--- src/hdl/psp_pkg.sv ---
package psp_pkg;

  // Number of half-bridges per reset pair and number of pairs
  localparam int unsigned BRIDGES_PER_PAIR = 2;
  localparam int unsigned PAIR_COUNT       = 2;

  // Clock rate used to turn times into cycle counts
  localparam int unsigned CLK_FREQ_MHZ = 125;

  // Reset input debounce time in ns, unused: pair resets pass only the two-flop synchroniser
  localparam int unsigned RESET_FILTER_NS     = 80;
  localparam int unsigned RESET_FILTER_CYCLES =
    (RESET_FILTER_NS * CLK_FREQ_MHZ + 999) / 1000;

  // Gate dead time between high-side and low-side conduction, in ns
  localparam int unsigned DEAD_TIME_NS     = 24;
  localparam int unsigned DEAD_TIME_CYCLES =
    (DEAD_TIME_NS * CLK_FREQ_MHZ + 999) / 1000;
  localparam int unsigned DEAD_CNT_W = 4;

  // Protection mode strap codes {strap_a, strap_b}
  localparam logic [1:0] PROT_MODE_LATCHING = 2'h1;

  // Output mode strap code for bridge-tied load
  localparam logic OUT_MODE_BRIDGE_TIED_LOAD = 1'b0;

  // Reset values
  localparam logic       FAULT_LATCH_RST  = 1'b0;
  localparam logic [1:0] PROT_MODE_RST    = PROT_MODE_LATCHING;
  localparam logic       OUT_MODE_RST     = OUT_MODE_BRIDGE_TIED_LOAD;

  // Half-bridge drive state
  typedef enum logic [1:0] {
    PSP_HB_HIZ  = 2'b00,
    PSP_HB_LOW  = 2'b01,
    PSP_HB_HIGH = 2'b11
  } psp_hb_state_t;

endpackage

--- src/hdl/psp_ctrl.sv ---
`timescale 1ns/1ns
module psp_ctrl (
  input  wire logic       clk,
  input  wire logic       sys_rst,
  input  wire logic [1:0] pair_reset_n,
  input  wire logic [3:0] pulse_in_pos,
  input  wire logic [3:0] pulse_in_neg,
  input  wire logic [3:0] oc_high_side,
  input  wire logic [3:0] oc_low_side,
  input  wire logic       gate_supply_low,
  input  wire logic       temp_above_warn,
  input  wire logic       temp_above_error,
  input  wire logic       prot_mode_strap_a,
  input  wire logic       prot_mode_strap_b,
  input  wire logic       output_mode_strap,
  output logic [3:0]      gate_high,
  output logic [3:0]      gate_low,
  output logic [1:0]      fault_status_n_o,
  output logic [1:0]      fault_status_n_oe,
  output logic            thermal_warning_n_o,
  output logic            thermal_warning_n_oe,
  output logic            strap_config_bad
);

  // Two-flop synchronisers for all pin inputs
  logic [1:0] rst_s1_q, rst_s2_q;
  logic [3:0] pos_s1_q, pos_s2_q;
  logic [3:0] neg_s1_q, neg_s2_q;
  logic [3:0] och_s1_q, och_s2_q;
  logic [3:0] ocl_s1_q, ocl_s2_q;
  logic [2:0] mon_s1_q, mon_s2_q;
  logic [2:0] strap_s1_q, strap_s2_q;

  // Pin synchronisers, first stage read only by second stage
  always_ff @(posedge clk) begin
    if (sys_rst) begin
      rst_s1_q   <= 2'h0;
      rst_s2_q   <= 2'h0;
      pos_s1_q   <= 4'h0;
      pos_s2_q   <= 4'h0;
      neg_s1_q   <= 4'h0;
      neg_s2_q   <= 4'h0;
      och_s1_q   <= 4'h0;
      och_s2_q   <= 4'h0;
      ocl_s1_q   <= 4'h0;
      ocl_s2_q   <= 4'h0;
      mon_s1_q   <= 3'h0;
      mon_s2_q   <= 3'h0;
      strap_s1_q <= 3'h0;
      strap_s2_q <= 3'h0;
    end else begin
      rst_s1_q   <= pair_reset_n;
      rst_s2_q   <= rst_s1_q;
      pos_s1_q   <= pulse_in_pos;
      pos_s2_q   <= pos_s1_q;
      neg_s1_q   <= pulse_in_neg;
      neg_s2_q   <= neg_s1_q;
      och_s1_q   <= oc_high_side;
      och_s2_q   <= och_s1_q;
      ocl_s1_q   <= oc_low_side;
      ocl_s2_q   <= ocl_s1_q;
      mon_s1_q   <= {gate_supply_low, temp_above_warn, temp_above_error};
      mon_s2_q   <= mon_s1_q;
      strap_s1_q <= {prot_mode_strap_a, prot_mode_strap_b,
                     output_mode_strap};
      strap_s2_q <= strap_s1_q;
    end
  end

  // Shared monitors: undervoltage and overtemperature error act on all bridges at once, warning only on its output
  logic uv_now;
  logic ot_warn_now;
  logic ot_err_now;
  assign uv_now      = mon_s2_q[2];
  assign ot_warn_now = mon_s2_q[1];
  assign ot_err_now  = mon_s2_q[0];

  // Straps captured while every pair sits in reset
  logic [1:0] prot_mode_q;
  logic       out_mode_q;
  always_ff @(posedge clk) begin
    if (sys_rst) begin
      prot_mode_q <= psp_pkg::PROT_MODE_RST;
      out_mode_q  <= psp_pkg::OUT_MODE_RST;
    end else if (rst_s2_q == 2'h0) begin
      prot_mode_q <= strap_s2_q[2:1];
      out_mode_q  <= strap_s2_q[0];
    end
  end

  // Reserved strap codes flagged; device still latches on all errors
  logic strap_bad_q;
  always_ff @(posedge clk) begin
    if (sys_rst) begin
      strap_bad_q <= 1'b0;
    end else begin
      strap_bad_q <= (prot_mode_q != psp_pkg::PROT_MODE_LATCHING) ||
                     (out_mode_q != psp_pkg::OUT_MODE_BRIDGE_TIED_LOAD);
    end
  end
  assign strap_config_bad = strap_bad_q;

  // Per-pair state: reset edge history, fault latch, enable
  logic [1:0] rst_prev_q;
  logic [1:0] fault_latch_q;
  logic [1:0] ot_latch_q;
  logic [1:0] pair_en_q;
  logic [3:0] bridge_en;

  genvar p;
  generate
    for (p = 0; p < 2; p++) begin : g_pair
      logic oc_pair;
      logic err_now;

      // Overcurrent from either switch of both bridges in this pair
      assign oc_pair = |och_s2_q[2*p+1:2*p] |
                       |ocl_s2_q[2*p+1:2*p];
      assign err_now = oc_pair | uv_now | ot_err_now;

      // Reset edge history
      always_ff @(posedge clk) begin
        if (sys_rst) begin
          rst_prev_q[p] <= 1'b0;
        end else begin
          rst_prev_q[p] <= rst_s2_q[p];
        end
      end

      // Error latch: falling reset clears, error set wins while high
      always_ff @(posedge clk) begin
        if (sys_rst) begin
          fault_latch_q[p] <= psp_pkg::FAULT_LATCH_RST;
          ot_latch_q[p]    <= psp_pkg::FAULT_LATCH_RST;
        end else if (rst_s2_q[p] && err_now) begin
          fault_latch_q[p] <= 1'b1;
          ot_latch_q[p]    <= ot_latch_q[p] | ot_err_now;
        end else if (rst_prev_q[p] && !rst_s2_q[p]) begin
          fault_latch_q[p] <= 1'b0;
          ot_latch_q[p]    <= 1'b0;
        end
      end

      // Enable only with reset high and no error latched or present
      always_ff @(posedge clk) begin
        if (sys_rst) begin
          pair_en_q[p] <= 1'b0;
        end else begin
          pair_en_q[p] <= rst_s2_q[p] && !err_now &&
                          !fault_latch_q[p];
        end
      end

      assign bridge_en[2*p]   = pair_en_q[p];
      assign bridge_en[2*p+1] = pair_en_q[p];

      // Fault output: pulled low only in protection with reset high
      always_ff @(posedge clk) begin
        if (sys_rst) begin
          fault_status_n_oe[p] <= 1'b0;
        end else begin
          fault_status_n_oe[p] <= rst_s2_q[p] &&
            (fault_latch_q[p] || err_now);
        end
      end
      assign fault_status_n_o[p] = 1'b0;
    end
  endgenerate

  // Thermal warning common to the device, also low on latched overtemp
  always_ff @(posedge clk) begin
    if (sys_rst) begin
      thermal_warning_n_oe <= 1'b0;
    end else begin
      thermal_warning_n_oe <= ot_warn_now || ot_err_now ||
                              (|ot_latch_q);
    end
  end
  assign thermal_warning_n_o = 1'b0;

  // Half-bridge drivers, one per bridge
  genvar b;
  generate
    for (b = 0; b < 4; b++) begin : g_bridge
      psp_half_bridge u_hb (
        .clk       (clk),
        .sys_rst   (sys_rst),
        .enable    (bridge_en[b]),
        .pulse_pos (pos_s2_q[b]),
        .pulse_neg (neg_s2_q[b]),
        .gate_high (gate_high[b]),
        .gate_low  (gate_low[b])
      );
    end
  endgenerate

endmodule

--- src/hdl/psp_half_bridge.sv ---
`timescale 1ns/1ns
module psp_half_bridge (
  input  wire logic clk,
  input  wire logic sys_rst,
  input  wire logic enable,
  input  wire logic pulse_pos,
  input  wire logic pulse_neg,
  output logic      gate_high,
  output logic      gate_low
);

  psp_pkg::psp_hb_state_t state_q;
  psp_pkg::psp_hb_state_t state_d;
  logic                   first_low_seen_q;
  logic [psp_pkg::DEAD_CNT_W-1:0] dead_q;
  logic                   want_high;
  logic                   want_low;

  // Requested conduction, both high or both low means neither switch on
  assign want_high = pulse_pos & ~pulse_neg;
  assign want_low  = ~pulse_pos & pulse_neg;

  // Next state: high side only once a low-side pulse charged bootstrap
  always_comb begin
    state_d = state_q;
    if (!enable) begin
      state_d = psp_pkg::PSP_HB_HIZ;
    end else if (dead_q != '0) begin
      state_d = psp_pkg::PSP_HB_HIZ;
    end else if (want_low) begin
      state_d = psp_pkg::PSP_HB_LOW;
    end else if (want_high && first_low_seen_q) begin
      state_d = psp_pkg::PSP_HB_HIGH;
    end else begin
      state_d = psp_pkg::PSP_HB_HIZ;
    end
    // Never swap switches directly, pass through high-impedance first
    if (state_q != psp_pkg::PSP_HB_HIZ && state_d != state_q) begin
      state_d = psp_pkg::PSP_HB_HIZ;
    end
  end

  // Drive state register
  always_ff @(posedge clk) begin
    if (sys_rst) begin
      state_q <= psp_pkg::PSP_HB_HIZ;
    end else begin
      state_q <= state_d;
    end
  end

  // Dead time inserted when leaving a conducting state
  always_ff @(posedge clk) begin
    if (sys_rst || !enable) begin
      dead_q <= '0;
    end else if (state_q != psp_pkg::PSP_HB_HIZ && state_d != state_q) begin
      dead_q <= psp_pkg::DEAD_CNT_W'(psp_pkg::DEAD_TIME_CYCLES);
    end else if (dead_q != '0) begin
      dead_q <= dead_q - 1'b1;
    end
  end

  // Bootstrap charge flag, cleared whenever the stage is disabled
  always_ff @(posedge clk) begin
    if (sys_rst || !enable) begin
      first_low_seen_q <= 1'b0;
    end else if (state_q == psp_pkg::PSP_HB_LOW) begin
      first_low_seen_q <= 1'b1;
    end
  end

  // Gate outputs straight from the state flops
  assign gate_high = (state_q == psp_pkg::PSP_HB_HIGH);
  assign gate_low  = (state_q == psp_pkg::PSP_HB_LOW);

endmodule

--- config.mk ---
export PLATFORM = sky130hd
export DESIGN_NAME = psp_ctrl
export DESIGN_NICKNAME = d
export VERILOG_FILES = /design/src/hdl/psp_pkg.sv /design/src/hdl/psp_ctrl.sv /design/src/hdl/psp_half_bridge.sv
export SDC_FILE = /design/constraint.sdc
export NUM_CORES = 1
export LEC_CHECK = 0
export BUFFER_PORTS_ARGS = -buffer_cell sky130_fd_sc_hd__buf_2
export CAP_MARGIN = 0
export CORE_MARGIN = 2
export CORE_UTILIZATION = 32
export DETAILED_ROUTE_END_ITERATION = 8
export PLACE_DENSITY_LB_ADDON = 0.15
export SETUP_SLACK_MARGIN = 0.3
export SYNTH_ARGS = -nofsm -noshare
export SYNTH_HDL_FRONTEND = slang
export SYNTH_SLANG_ARGS = --single-unit
--- constraint.sdc ---
create_clock -name clk -period 1.35 [get_ports clk]
set_input_delay 0.27 -clock clk [delete_from_list [all_inputs] [get_ports clk]]
set_output_delay 0.27 -clock clk [all_outputs]
set_load 0.02 [all_outputs]
; ---- Word level (Yosys, flattened, before mapping)
; Index checks and enable logic that the tools add are counted.
[word_totals]
ff_bits = 91
in_bits = 26
output_inout_bits = 15
[op_classes]
n_addsub = 4
eq_ne = 17
muxes = 34
bitwise_logic = 24
reduce_logical = 61
[op_table]
columns = operator, n
row1 = two-way mux 2 bit, 28
row2 = logical AND 1 bit, 22
row3 = nonzero test 2 bit, 10
row4 = OR reduction 2 bit, 9
row5 = != test 2 bit, 8
row6 = nonzero test 4 bit, 4
row7 = "subtractor 4 x 1 -> 4 bit, second input constant", 4
row8 = bitwise AND 1 bit, 8
row9 = "== test 2 x 1 -> 1 bit, second input constant", 4
row10 = "== test 2 bit, second input constant", 4
row11 = zero test 1 bit, 8
row12 = inverter 1 bit, 8
row13 = bitwise OR 1 bit, 8
row14 = logical OR 1 bit, 7
row15 = two-way mux 1 bit, 6
row16 = zero test 2 bit, 1
row17 = "!= test 2 x 1 -> 1 bit, second input constant", 1

; ---- Longest topological paths before layout
[logic_depth]
word_depth = 13
ltp_mapped = 7
ltp_nobuf = 6

; ---- Cells and area by module
; Synthesis repeated with hierarchy kept, for this count alone.
[unflattened]
cells_unflattened = 316
area_unflattened_um2 = 3276.9
[by_module_without_submodules]
columns = module, instances, cells_per_inst, area_each_um2, seq_area_each_um2
row1 = psp_ctrl, 1, 156, 1830.5, 1261.2
row2 = psp_half_bridge, 4, 40, 361.6, 140.1

; ---- Worst setup path after synthesis
; OpenSTA, ideal clock, no wires.
[synth_path]
path_type = register to register
start = register g_bridge[0].u_hb.dead_q[0] (netlist name)
end = register g_bridge[0].u_hb.dead_q[3] (netlist name)
setup_ns = 0.103
arrival_time_ns = 1.327
required_ns = 1.247
path_slack_ns = -0.081
stages_incl_launch_ff = 7
period_less_slack_ns = 1.431
path_cell_list = dfxtp_1 inv_1 ha_1 inv_1 or3_1 buf_6 a2111oi_2
[synth_via]
elab_chain_len = 9
[synth_lines]
columns = item, line
row1 = start: declaration, psp_half_bridge.sv:15  ; logic [psp_pkg::DEAD_CNT_W-1:0] dead_q;
row2 = start signal: assignment, psp_half_bridge.sv:57  ; dead_q <= psp_pkg::DEAD_CNT_W'(psp_pkg::DEAD_TIME_CYCLES);
row3 = start signal: assignment, psp_half_bridge.sv:59  ; dead_q <= dead_q - 1'b1;
row4 = nonzero test 4 bit, "psp_half_bridge.sv:28, psp_half_bridge.sv:58"
row5 = two-way mux 2 bit, psp_half_bridge.sv:28  ; end else if (dead_q != '0) begin
row6 = two-way mux 2 bit, psp_half_bridge.sv:26  ; if (!enable) begin
row7 = != test 2 bit, psp_half_bridge.sv:38  ; if (state_q != psp_pkg::PSP_HB_HIZ && state_d != state_q) begin
row8 = logical AND 1 bit, psp_half_bridge.sv:38
row9 = two-way mux 2 bit, psp_half_bridge.sv:38
row10 = != test 2 bit, psp_half_bridge.sv:56  ; end else if (state_q != psp_pkg::PSP_HB_HIZ && state_d != state_q) begin
row11 = logical AND 1 bit, psp_half_bridge.sv:56
row12 = OR reduction 2 bit (no line), n/a
; Parallel ways exist; a longest one is shown, timed or not.
; A chain may end at the register's enable or synchronous reset.

; ---- Worst setup path after layout
[layout_path]
start = register g_bridge[0].u_hb.dead_q[1] (netlist name)
end = register g_bridge[0].u_hb.dead_q[3] (netlist name)
; The elaborated chain is that of the path after synthesis.

==> summary.txt <==
Outcome
  • Status: complete, no violations

Synth
  • Cell area after synthesis: around 3200 um^2
  • Async set or reset register ratio after synthesis: 0%
  • Synth Area per Inst: 9.87 um^2
  • Top_reg_cell synth: dfxtp_1
  • EDFF count, synth: 0
  • Seq/Total Area, Yosys: 56.3%
  • Seq cells post-synth: 91
  • Gate Count Post-Synth: around 330
  • Syn. warnings: 0
  • Distinct cell type count after synthesis: 37

Critical path
  • CP Launch Point: g_bridge[0].u_hb.dead_q[1]
  • Max stage delay on crit path: ~0.37 ns
  • Worst Path Required: between 1.5 and 2 ns
  • Worst-path maximum fanout: 7
  • Crit-path cells: inv_2 -> ha_4 -> inv_2 -> or3_4 -> a2111oi_4
  • Largest delay share family, worst path: simple AND/OR/NAND/NOR gates
  • CP Class: reg2reg
  • Startpoint Class: flip-flop
  • Critical Path AT: roughly 1.6 ns
  • Slowest cell on the critical path: or3_4
  • CP bufs+invs: 2
  • R2R Setup Slk: 0.02 ns
  • Reg-to-Reg Start: g_bridge[0].u_hb.dead_q[1]
  • Setup crit end kind: flip-flop
  • Most used cell, CP: inv_2

Global route
  • M2 GR Usage: 18.3%
  • Vias in the first global route: between 2000 and 2500
  • Initial antenna violation count: 0
  • Routing usage on met3: between 4 and 5%
  • Grt peak-use layer: met2
  • Largest net degree at the start of global routing: between 40 and 50
  • Overall routing resource usage: 11.1%
  • First-pass GRT wire length: 9.79 mm
  • Met1 usage: between 10% and 20%
  • Grt ovf: 0

Cells and area
  • Fin area: 4500 um^2
  • Fraction of layout cells with a size suffix above 1: a little under half
  • Layout Nets: 434
  • Layout area overhead: 38.9%
  • Fill cells: a little under 1000
  • Final cell count without fillers: 538
  • Ant diodes: 0

Detailed routing
  • DRC: 0
  • Via density per instance: approximately 4.3
  • DR pass1 iterations: 4
  • Wirelength, routed: roughly 5.8 mm
  • DR vias: between 2000 and 2500
  • Post-DR wirelength/cell: around 11 um
  • Initial DRC count: 32
  • DRT antenna net count: 0

CTS
  • CTS clk-pin slew, worst paths: around 0.090 ns
  • Num Clock Sinks: 91
  • CTS buffer count: 9
  • Hold buffers post-CTS: 0
  • CTS root buffer: clkbuf_8
  • H-Tree Depth: 3
  • Clock latency on the worst-skew pair: between 0.3 and 0.4 ns
  • CTS tree: built
  • Clk buf depth: 2

STA
  • Pins Over Slew Limit: 0
  • Final hold vios: 0
  • Final setup violation count: 0
  • Final min period: 1.33 ns
  • Fmax: roughly 750 MHz
  • Worst Skew: just over 0.009 ns
  • Period Utilization, post-route: between 90% and 100%
  • Hold WS: roughly 0.11 ns
  • Setup TNS: 0 ns
  • Fin worst setup slack: ~0.017 ns
  • Unrepaired setup endpoints after global routing: yes

Die
  • Die height: 105 um
  • Core Area: roughly 10000 um^2
  • Initial Util: 33.0%
  • Boundary pin count: 41
  • Cell Rows: 36
  • Die Area: around 11000 um^2
  • Die Wd: 105 um

Power
  • P_leak: 1.79 nW
  • PwrDens: roughly 1000 nW/um^2
  • Peak supply drop: 0.000601 V

Place
  • RePlAce Congestion: around 0.74
  • Post-place instance area: between 3000 and 4000 um^2
  • Hpwl dp: 3.63 mm
  • Post-placement cell count: between 400 and 500
  • Pre-CTS WS: -0.108 ns
  • Number of port buffers: 37

Worst hold path
  • Worst Hold Launch: oc_low_side[1]
  • Hold crit path type: in2reg

Flow run
  • MaxCap Viol Count: 0
logic make-up after synthesis:
| logic type | after synthesis | synth area share, % |
|---|---|---|
| AND/OR/NAND/NOR | 146 | 25.0 |
| flip-flops | 91 | 56.3 |
| AO/OA/AOI/OAI | 45 | 8.89 |
| buffers and inverters | 32 | 5.25 |
| adder cells (fa/ha/maj) | 8 | 3.09 |
| XOR/XNOR | 4 | 1.08 |
| other | 1 | 0.116 |
| multiplexers | 1 | 0.348 |
routing by layer:
layer  vias up  share of wire, %
met3         7               4.5
li1       1206                 -
met5         -                 0
met4         0               1.5
met1      1049                45
met2        43                49
metrics by stage:
stage | power, W | util, %
2_1_floorplan | 0.00298 | -
3_3_place_gp | 0.00305 | 37.4
3_5_place_dp | 0.00305 | 37.4
4_1_cts | 0.00480 | 43.5
5_1_grt | 0.00494 | 45.8
6_report | 0.00470 | 45.8
power by group:
part	internal (W)	switching [W]	total, W
clock	0.000709	0.000986	0.00169
sequential	0.00276	0.0000330	0.00279
combinational	0.000117	0.0000988	0.000216
total	0.00358	0.00112	0.00470
final timing paths:
kind,depth (start not counted),endpoint
worst min register to register,1,strap_config_bad
worst max register to register,5,g_bridge[0].u_hb.dead_q[3]
worst max-delay path,5,g_bridge[0].u_hb.dead_q[3]
worst min-delay path,2,ocl_s1_q[1]
Yosys cell counts (5+ instances only):
master | instances | area, um^2
dfxtp_1 | 91 | 1820
nor2b_1 | 55 | 344
nor2_1 | 32 | 120
a21oi_1 | 17 | 85.1
inv_1 | 12 | 45.0
nor3_1 | 12 | 60.1
buf_4 | 11 | 82.6
nand2_1 | 11 | 41.3
o21ai_0 | 10 | 50.1
ha_1 | 8 | 100
nand2b_1 | 8 | 50.1
clkbuf_1 | 7 | 26.3
nor3b_1 | 6 | 45.0
nor4_1 | 5 | 31.3
placed cells by master, fill, tap and decap left out, drive strengths merged, types with 2 or more instances in the layout:
cell type,instances
dfxtp,91
buf,79
nor2b,55
nor2,32
inv,17
a21oi,17
nor3,12
nand2,11
clkbuf,10
o21ai,10
nand2b,8
ha,8
nor3b,6
nor4,5
and2,4
o21a,4
or3,4
a22oi,4
a211oi,3
conb,3
or2,3
xor2,2
and3,2
xnor2,2
and3b,2
a311oi,2
or3b,2
layout make-up:
type | instances | area, um^2 | area share [%]
repair buffers | 79 | 614 | 13.7
flip-flops and latches | 91 | 1860 | 41.4
multi-input cells | 207 | 1630 | 36.2
clock buffers | 10 | 128 | 2.84
clock inverters | 6 | 53.8 | 1.20
inverters | 12 | 45.0 | 1.00
well taps | 133 | 166 | 3.70
sequential cells by signal, indices dropped and copies added, names as in the netlist, 3 cells and up:
signal,flops
g_bridge.u_hb.dead_q,16
ocl_s1_q,4
och_s1_q,4
strap_s1_q,3
g_bridge.u_hb.state_q,8
mon_s2_q,3
ocl_s2_q,4
neg_s2_q,4
g_bridge.u_hb.first_low_seen_q,4
och_s2_q,4
pos_s1_q,4
pos_s2_q,4
strap_s2_q,3
neg_s1_q,4
mon_s1_q,3
repair_timing:
item | CTS | global route
gates resized for setup | 81 | 39
endpoints found under the setup margin | 37 | 39
pin swaps | 22 | 19
setup buffers | 21 | 9
endpoints found under the hold margin | 0 | 0
No activity file was read; power rests on OpenSTA's default activity.
